### config.mk
export PLATFORM = sky130hd
export DESIGN_NAME = afs_alarm_flag_bank
export DESIGN_NICKNAME = d
export VERILOG_FILES = /design/src/inc/afs_pkg.sv /design/src/hdl/afs_sticky_bank.sv /design/src/hdl/afs_alarm_flag_bank.sv
export SDC_FILE = /design/constraint.sdc
export NUM_CORES = 1
export LEC_CHECK = 0
export ABC_AREA = 0
export ABC_CLOCK_PERIOD_IN_PS = 1470
export BUFFER_PORTS_ARGS = -buffer_cell sky130_fd_sc_hd__buf_2
export CAP_MARGIN = 25
export CORE_MARGIN = 4
export CORE_UTILIZATION = 30
export CTS_BUF_LIST = sky130_fd_sc_hd__clkbuf_8
export CTS_CLUSTER_DIAMETER = 120
export DETAILED_ROUTE_END_ITERATION = 10
export PLACE_DENSITY = 0.63
export SYNTH_ARGS = -nofsm -noshare
export SYNTH_HDL_FRONTEND = slang
export SYNTH_SLANG_ARGS = --single-unit
### constraint.sdc
create_clock -name ref_clk -period 1.47 [get_ports ref_clk]
set_clock_uncertainty 0.2 [all_clocks]
set_input_delay 0.0735 -clock ref_clk [delete_from_list [all_inputs] [get_ports ref_clk]]
set_output_delay 0.0735 -clock ref_clk [all_outputs]
set_load 0.03 [all_outputs]
### src/inc/afs_pkg.sv
// Package: addresses, field layout and carriers of the alarm flag bank
package afs_pkg;

  // ----------------------------------------------------------------
  // Register addresses
  // ----------------------------------------------------------------
  localparam logic [15:0] AFS_ADDR_IRQ_ENABLE   = 16'h00C7;
  localparam logic [15:0] AFS_ADDR_EVENT_FLAGS  = 16'h0200;
  localparam logic [15:0] AFS_ADDR_PHASE_ADJ    = 16'h0204;
  localparam logic [15:0] AFS_ADDR_PLL0_REF     = 16'h0205;
  localparam logic [15:0] AFS_ADDR_IRQ_SUMMARY  = 16'h021A;

  // ----------------------------------------------------------------
  // Event byte field positions
  // ----------------------------------------------------------------
  localparam int AFS_BIT_LOCK_LOSS1   = 7;
  localparam int AFS_BIT_LOCK_LOSS0   = 6;
  localparam int AFS_BIT_HOLDOVER1    = 5;
  localparam int AFS_BIT_HOLDOVER0    = 4;
  localparam int AFS_BIT_SIGNAL_LOSS1 = 1;
  localparam int AFS_BIT_SIGNAL_LOSS0 = 0;
  localparam logic [7:0] AFS_EVENT_MASK = 8'hF3;

  // ----------------------------------------------------------------
  // Feedback-loss, reference and summary byte field positions
  // ----------------------------------------------------------------
  localparam int AFS_BIT_FEEDBACK_LOSS = 4;
  localparam int AFS_REF_LSB           = 0;
  localparam int AFS_REF_WIDTH         = 3;
  localparam int AFS_BIT_IRQ_SUMMARY   = 0;

  // ----------------------------------------------------------------
  // Reset values
  // ----------------------------------------------------------------
  localparam logic [7:0] AFS_RST_FLAGS  = 8'h00;
  localparam logic [7:0] AFS_RST_ENABLE = 8'h00;
  localparam logic [7:0] AFS_RST_RDATA  = 8'h00;

  // ----------------------------------------------------------------
  // Carriers
  // ----------------------------------------------------------------
  typedef struct packed {
    logic [1:0] lock_loss;
    logic [1:0] holdover;
    logic [1:0] signal_loss;
  } afs_event_t;

  typedef struct packed {
    logic [15:0] addr;
    logic [7:0]  wdata;
    logic        wr;
    logic        rd;
  } afs_reg_req_t;

endpackage : afs_pkg

### src/hdl/afs_sticky_bank.sv
// Module: bank of sticky write-one-to-clear flags
`timescale 1ns/10ps
`default_nettype none
module afs_sticky_bank
  import afs_pkg::*;
#(
  parameter int                 WIDTH     = 8,
  parameter logic [WIDTH-1:0]   RST_VALUE = '0
)
(
  input  wire logic             ref_clk,
  input  wire logic             rstn,
  input  wire logic [WIDTH-1:0] set_vec,
  input  wire logic [WIDTH-1:0] clr_vec,
  output var  logic [WIDTH-1:0] flags
);

  // ----------------------------------------------------------------
  // Parameter check
  // ----------------------------------------------------------------
  if (WIDTH < 1)
  begin : g_bad_width
    $error("afs_sticky_bank needs WIDTH of at least one");
  end

  logic [WIDTH-1:0] flags_reg;
  logic [WIDTH-1:0] flags_next;

  // ----------------------------------------------------------------
  // Next state
  // ----------------------------------------------------------------
  always_comb
  begin
    // Clear only bits written with one; set beats clear
    flags_next = (flags_reg & ~clr_vec) | set_vec;
  end

  // ----------------------------------------------------------------
  // State
  // ----------------------------------------------------------------
  always_ff @(posedge ref_clk or negedge rstn)
  begin
    if (!rstn)
    begin
      flags_reg <= RST_VALUE;
    end
    else
    begin
      flags_reg <= flags_next;
    end
  end

  assign flags = flags_reg;

endmodule : afs_sticky_bank
`default_nettype wire

### src/hdl/afs_alarm_flag_bank.sv
// Module: alarm event flags, status bytes and interrupt pin
// Function
// - An alarm occurrence sets its matching event flag.
// - A flag stays set after its alarm goes away.
// - Writing one to a flag bit clears only that flag.
// - Byte 0200 bits 7 and 6 hold lock-loss flags of PLL1, PLL0.
// - Bits 5 and 4 hold holdover flags of PLL1, PLL0.
// - Bits 1 and 0 hold signal-loss flags; bits 3, 2 reserved.
// - All six flags reset to zero.
// - Software writes zero to reserved bits; reads are undefined.
// - Byte 0204 bit m is one while output pair m phase-adjusts.
// - Three-bit selected reference of PLL0: none, input 0 or input 1.
// - Byte 0205 feedback-loss bit is one when PLL0 lost feedback.
// - A flag reaches the interrupt pin only with its enable set.
// - Summary bit and low interrupt pin while an enabled flag is set.
`timescale 1ns/10ps
`default_nettype none
module afs_alarm_flag_bank
  import afs_pkg::*;
#(
  parameter int NUM_OUTPUTS = 8
)
(
  input  wire logic                     ref_clk,
  input  wire logic                     rstn,
  input  wire afs_reg_req_t             reg_req,
  output var  logic [7:0]               reg_rdata,
  output var  logic                     reg_rvalid,
  input  wire afs_event_t               alarm_event,
  input  wire logic [NUM_OUTPUTS-1:0]   phase_adjust_active,
  input  wire logic [AFS_REF_WIDTH-1:0] pll0_selected_reference,
  input  wire logic                     pll0_feedback_loss,
  output var  logic                     irq_out_n_out,
  output var  logic                     irq_out_n_oe
);

  // ----------------------------------------------------------------
  // Parameter check
  // ----------------------------------------------------------------
  if (NUM_OUTPUTS != 8)
  begin : g_bad_outputs
    $error("afs_alarm_flag_bank serves exactly eight output pairs");
  end

  // ----------------------------------------------------------------
  // Event byte packing
  // ----------------------------------------------------------------
  function automatic logic [7:0] afs_pack_events(input afs_event_t ev);
    logic [7:0] b;
    b = 8'h00;
    b[AFS_BIT_LOCK_LOSS1]   = ev.lock_loss[1];
    b[AFS_BIT_LOCK_LOSS0]   = ev.lock_loss[0];
    b[AFS_BIT_HOLDOVER1]    = ev.holdover[1];
    b[AFS_BIT_HOLDOVER0]    = ev.holdover[0];
    b[AFS_BIT_SIGNAL_LOSS1] = ev.signal_loss[1];
    b[AFS_BIT_SIGNAL_LOSS0] = ev.signal_loss[0];
    return b;
  endfunction : afs_pack_events

  function automatic afs_event_t afs_unpack_events(input logic [7:0] b);
    afs_event_t ev;
    ev.lock_loss   = {b[AFS_BIT_LOCK_LOSS1], b[AFS_BIT_LOCK_LOSS0]};
    ev.holdover    = {b[AFS_BIT_HOLDOVER1], b[AFS_BIT_HOLDOVER0]};
    ev.signal_loss = {b[AFS_BIT_SIGNAL_LOSS1], b[AFS_BIT_SIGNAL_LOSS0]};
    return ev;
  endfunction : afs_unpack_events

  // ----------------------------------------------------------------
  // Address decode
  // ----------------------------------------------------------------
  logic wr_flags;
  logic wr_enable;

  always_comb
  begin
    wr_flags  = 1'h0;
    wr_enable = 1'h0;
    if (reg_req.wr && (reg_req.addr == AFS_ADDR_EVENT_FLAGS))
    begin
      wr_flags = 1'h1;
    end
    else if (reg_req.wr && (reg_req.addr == AFS_ADDR_IRQ_ENABLE))
    begin
      wr_enable = 1'h1;
    end
    // Status byte writes fall through untouched
    else
    begin
      wr_flags  = 1'h0;
      wr_enable = 1'h0;
    end
  end

  // ----------------------------------------------------------------
  // Sticky event flags
  // ----------------------------------------------------------------
  logic [7:0] flag_set;
  logic [7:0] flag_clr;
  logic [7:0] flags;

  always_comb
  begin
    flag_set = afs_pack_events(alarm_event);
    // Reserved positions never clear or store anything
    flag_clr = wr_flags ? (reg_req.wdata & AFS_EVENT_MASK) : 8'h00;
  end

  afs_sticky_bank #(
    .WIDTH     (8),
    .RST_VALUE (AFS_RST_FLAGS)
  ) u_flags (
    .ref_clk (ref_clk),
    .rstn    (rstn),
    .set_vec (flag_set),
    .clr_vec (flag_clr),
    .flags   (flags)
  );

  // ----------------------------------------------------------------
  // Interrupt enables
  // ----------------------------------------------------------------
  logic [7:0] enable_reg;
  logic [7:0] enable_next;
  afs_event_t enable_fields;

  always_comb
  begin
    enable_next = enable_reg;
    if (wr_enable)
    begin
      enable_next = reg_req.wdata & AFS_EVENT_MASK;
    end
    enable_fields = afs_unpack_events(enable_reg);
  end

  always_ff @(posedge ref_clk or negedge rstn)
  begin
    if (!rstn)
    begin
      enable_reg <= AFS_RST_ENABLE;
    end
    else
    begin
      enable_reg <= enable_next;
    end
  end

  // ----------------------------------------------------------------
  // Interrupt pin and summary
  // ----------------------------------------------------------------
  logic       pending_reg;
  logic       pending_next;
  logic [7:0] masked_flags;

  always_comb
  begin
    masked_flags = flags & afs_pack_events(enable_fields);
    pending_next = |masked_flags;
  end

  always_ff @(posedge ref_clk or negedge rstn)
  begin
    if (!rstn)
    begin
      pending_reg <= 1'h0;
    end
    else
    begin
      pending_reg <= pending_next;
    end
  end

  // Open-drain: drive low while pending, else release
  logic irq_oe_reg;
  logic irq_oe_next;
  logic irq_out_reg;
  logic irq_out_next;

  always_comb
  begin
    irq_oe_next  = pending_next;
    irq_out_next = 1'h0;
  end

  always_ff @(posedge ref_clk or negedge rstn)
  begin
    if (!rstn)
    begin
      irq_oe_reg  <= 1'h0;
      irq_out_reg <= 1'h0;
    end
    else
    begin
      irq_oe_reg  <= irq_oe_next;
      irq_out_reg <= irq_out_next;
    end
  end

  assign irq_out_n_oe  = irq_oe_reg;
  assign irq_out_n_out = irq_out_reg;

  // ----------------------------------------------------------------
  // Read path
  // ----------------------------------------------------------------
  logic [7:0] rdata_reg;
  logic [7:0] rdata_next;
  logic       rvalid_reg;
  logic       rvalid_next;

  always_comb
  begin
    rdata_next  = rdata_reg;
    rvalid_next = reg_req.rd;
    if (reg_req.rd)
    begin
      // Unmapped and reserved bits read zero
      rdata_next = 8'h00;
      if (reg_req.addr == AFS_ADDR_EVENT_FLAGS)
      begin
        rdata_next = flags & AFS_EVENT_MASK;
      end
      else if (reg_req.addr == AFS_ADDR_IRQ_ENABLE)
      begin
        rdata_next = enable_reg;
      end
      else if (reg_req.addr == AFS_ADDR_PHASE_ADJ)
      begin
        rdata_next = phase_adjust_active;
      end
      else if (reg_req.addr == AFS_ADDR_PLL0_REF)
      begin
        rdata_next[AFS_BIT_FEEDBACK_LOSS] = pll0_feedback_loss;
        rdata_next[AFS_REF_LSB +: AFS_REF_WIDTH] =
          pll0_selected_reference;
      end
      else if (reg_req.addr == AFS_ADDR_IRQ_SUMMARY)
      begin
        rdata_next[AFS_BIT_IRQ_SUMMARY] = pending_reg;
      end
      else
      begin
        rdata_next = 8'h00;
      end
    end
  end

  always_ff @(posedge ref_clk or negedge rstn)
  begin
    if (!rstn)
    begin
      rdata_reg  <= AFS_RST_RDATA;
      rvalid_reg <= 1'h0;
    end
    else
    begin
      rdata_reg  <= rdata_next;
      rvalid_reg <= rvalid_next;
    end
  end

  assign reg_rdata  = rdata_reg;
  assign reg_rvalid = rvalid_reg;

endmodule : afs_alarm_flag_bank
`default_nettype wire

Word level (Yosys, flattened, before mapping)
Index checks and enable logic that the tools add are counted.

storage, ports and cells
  word-level logic and storage cells = 27
  bits in registers = 24
  input port bits = 46
  output and inout port bits = 11

operators by class
  bitwise gates (word level) = 4
  mux-type cells = 10
  reductions and logical operators = 3
  equality and inequality tests = 5

operator list
  operator                                                            count
  16-bit by 10-bit == test with 1-bit output (second input constant)  4
  8-bit two-way mux                                                   4
  8-bit AND                                                           2
  16-bit by 8-bit == test with 1-bit output (second input constant)   1
  8-bit inverter                                                      1
  8-bit bitwise OR                                                    1
  8-bit OR reduction                                                  1
  1-bit two-way mux                                                   5
  3-bit two-way mux                                                   1
  1-bit logical AND                                                   2

Logic depth before layout (Yosys ltp)
  word-level depth = 7
  gate-level depth with buffers = 7
  gate-level depth less buffers = 5

Cells and area by module
A second synthesis with hierarchy kept.

second synthesis, totals
  cell total of the unflattened synthesis = 117
  area, all modules = 1252.5 um^2

by module, submodules not included
  module               cells an instance  sequential area each (um^2)  instances  area an instance (um^2)
  afs_alarm_flag_bank  93                 400.4                        1          962.2
  afs_sticky_bank      24                 200.2                        1          290.3

Least setup slack after synthesis
Ideal clock, no wire load.

  path type = input port to flip-flop
  start = input reg_req[23] in the netlist's numbering
  end = register enable_reg[0]
  setup time = 125 ps
  arrival = 1564 ps
  path slack = -419 ps
  path buffers = 0
  cell stages on the path = 4
  required time = 1145 ps
  cell sequence = or4_4 nor4_4 nand2_4 mux2_4

between the ends
  cells in the longest elaborated chain, start to end = 4
  elaborated cells on any way between the ends = 6
  those cells by class = eq/ne (2); mux (2); reduce/logical (2)

ends and longest elaborated chain
  element                                    RTL line                    text
  start: declaration                         afs_alarm_flag_bank.sv:26   input wire afs_reg_req_t reg_req,
  16-bit by 8-bit == test with 1-bit output  afs_alarm_flag_bank.sv:82   else if (reg_req.wr && (reg_req.addr == AFS_ADDR_IRQ_ENABLE))
  1-bit logical AND                          afs_alarm_flag_bank.sv:82
  1-bit two-way mux                          afs_alarm_flag_bank.sv:82
  1-bit two-way mux (*)                      afs_alarm_flag_bank.sv:78   if (reg_req.wr && (reg_req.addr == AFS_ADDR_EVENT_FLAGS))
  end signal: assignment                     afs_alarm_flag_bank.sv:144  enable_reg <= enable_next;
  end: declaration                           afs_alarm_flag_bank.sv:122  logic [7:0] enable_reg;

Mark *: on every way between the ends. The rest lies on a longest branch, timed or not.
A chain may end at the register's enable or synchronous reset.

Final worst setup path
  start = input reg_req[23] in the netlist's numbering
  end = register enable_reg[4]

Same word-level chain as after synthesis.

==> run summary <==
Avg Inst Size Synth: 11.2 sq um
CTS tree: built
Layout area overhead: 69.2%
IO Pins: 57
Mapped Cells: 106
aggregate global routing overflow: 0
Setup crit start kind: primary input
worst hold slack: 0.0152 ns
YS warnings: 0
Initial DRT Pass Iterations: 4
placed cell area: 1630 sq um
max incr delay on CP: 0.56 ns
fmax: 614 MHz
top-area cell type share of the netlist area: 46.6%
crit-path cells: buf_6 > or4_4 > buf_12 > nor4_4 > nand2_4 > mux2_4
Crit. End Element: flop
outcome: finished, violations left
PD cells: 684 nW/um^2
Layout Cells excl Fill: 243
asr flop ratio synth: 100%
share of cells above drive strength 1: 52.3%
Final period util: 111%
Synth Cell Area: 1180 sq um
antenna cells: 0
via count: 1,199
DP HPWL: 2.67 mm
Avg WL per Cell: 14.5 um
Distinct cells, synth: 29
share of the yosys chip area belonging to registers: 46.6%
port bufs: 53
residual DRC count: 0
core footprint: 3740 sq um
GRT Total Usage: 14.2%
final instance area: 2000 sq um
first-pass GRT wire length: 5.76 mm
fillers: 340
# rows: 22
Bufs on Longest Clock Path: 2
CTS root buf: clkbuf_8
nets: 242
chip height: 70.8 um
H-tree depth: 1
Initial Utilization: 31.6%
most used flip-flop cell after synthesis: dfrtp_1
HP Class: primary input to flop
critical path fanouts, max: 6
RSZ-0062 raised after global routing: true
Yosys top cell by area: dfrtp_1
Clock transition at path regs: 0.07 ns
worst setup margin: -0.159 ns
largest cells by area after synthesis: dfrtp_1, mux2_4, a22oi_1
Synth Register Bits: 22
clock latency at the later pin of the worst-skew pair: 0.26 ns
fin. max-slew vios: 0
crit path DAT: 1.57 ns
Final min period: 1.63 ns
worst setup path category: primary input to flop
max FFs per register: 8
syn_nets: 152
vias in the first global route: 1,255
initial drt markers: 54
vias per inst: 4.93
WL final: 3.53 mm
largest net degree at the start of global routing: 23
antenna-violating nets left: 0
WP data required: 1.41 ns
Critical Path Slowest Stage Cell: or4_4
gpl congestion: 0.863
EDFF count, synth: 0
IR drop worst, VDD: 0.649 mV
Sum Neg Setup Slack: -2.09 ns
number of max-cap violations: 0
count of final setup violators: 20
initial antenna violation count: 0
failing checks: setup timing
cell total after placement: 220
Design Power: 1.37 mW
die area: 5010 sq um
Leak: 0.955 nW
CTS Sinks: 22
die width: 70.8 um
CTS buffer count: 3
Hold Vio Cnt, Final: 0
[metrics by stage]
step | utilization [%] | setup WS, ns
6_report | 53.4 | -0.159
5_1_grt | 53.4 | -0.208
4_1_cts | 51.7 | -0.169
3_5_place_dp | 43.6 | -0.542
3_3_place_gp | 43.6 | -0.502
2_1_floorplan | - | -0.395
[logic make-up (layout without fill, tap and decap cells)]
kind of cell / count (synthesis) / in the layout / share of synthesized area (%)
flip-flops: 22 / 22 / 46.6
buffers and inverters: 7 / 96 / 2.96
AND/OR/NAND/NOR: 35 / 35 / 21.2
AO/OA/AOI/OAI: 31 / 31 / 17.6
other: 1 / 1 / 0.317
multiplexers: 10 / 10 / 11.4
[critical path, delay by kind of cell]
family | cells | cell delay (ns)
muxes | 1 | 0.32
and+or+nand+nor | 3 | 0.92
buffers and inverters | 2 | 0.25
[routing by layer]
layer  GRT usage (%)  routed length [um]
met1            17.7                1510
met2            24.8                1770
met3            3.84                 216
met4            2.51                  35
met5               0                   0
[what timing repair did]
item / in CTS / in global routing
cloned: 0 / 0
setup endpoints to repair: 20 / 20
pin swaps: 5 / 7
hold buffers: 18 / 0
hold endpoints to repair: 39 / 0
setup buffers: 1 / 1
resized for setup: 12 / 11
[placed cells by master (no fill, tap or decap), types with 2 or more instances in the layout]
cell	Yosys	layout
nand2_1	7	7
nor2b_1	6	6
a22oi_1	8	5
dlygate4sd3_1	0	18
or4_4	2	3
a31oi_1	6	6
a21o_1	7	7
buf_2	1	47
o21ai_1	0	7
buf_4	2	15
nor2_1	3	3
dfrtp_1	22	22
mux2_2	4	4
a22oi_2	0	3
nand3_2	0	2
buf_6	0	8
nand4_1	2	2
mux2_4	6	6
clkbuf_8	0	3
inv_1	3	3
nor4_4	2	4
nand3b_1	2	2
[cell usage after synthesis, types with 2 or more instances]
cell type and number:
dfrtp_1 22, a22oi_1 8, o21ai_0 8, a21o_1 7
nand2_1 7, a31oi_1 6, mux2_4 6, nor2b_1 6
mux2_2 4, inv_1 3, nand3_1 3, nor2_1 3
buf_4 2, nand3b_1 2, nand4_1 2, nor4_1 2
nor4_4 2, or4_4 2
[cell type report]
class	instances	area (sq um)	area share, %
clock buffers	3	41.3	2.06
clock inverters	1	30.0	1.50
inverters	3	11.3	0.563
multi-input cells	77	669	33.5
flip-flops and latches	22	551	27.5
well taps	48	60.1	3.00
repair buffers	89	638	31.9
[worst paths after layout]
kind / start / to / slack (ns) / depth (start not counted)
max: reg_req[23] / enable_reg[4] / -0.16 / 6
min: pll0_selected_reference[2] / reg_rdata[2] / 0.02 / 4
max reg2reg: irq_out_n_oe / reg_rdata[0] / 0.29 / 4
min reg2reg: reg_rdata[2] / reg_rdata[2] / 0.32 / 2
max in group asynchronous: rstn / reg_rdata[4] / 0.64 / 2
min in group asynchronous: rstn / reg_rdata[5] / 0.09 / 2
[where the power goes]
| part | total [mW] | switching (mW) | internal, mW |
|---|---|---|---|
| Sequential | 0.607 | 0.000464 | 0.606 |
| Clock | 0.551 | 0.187 | 0.363 |
| Combinational | 0.211 | 0.0889 | 0.122 |
(Power assumes the default switching activity.)
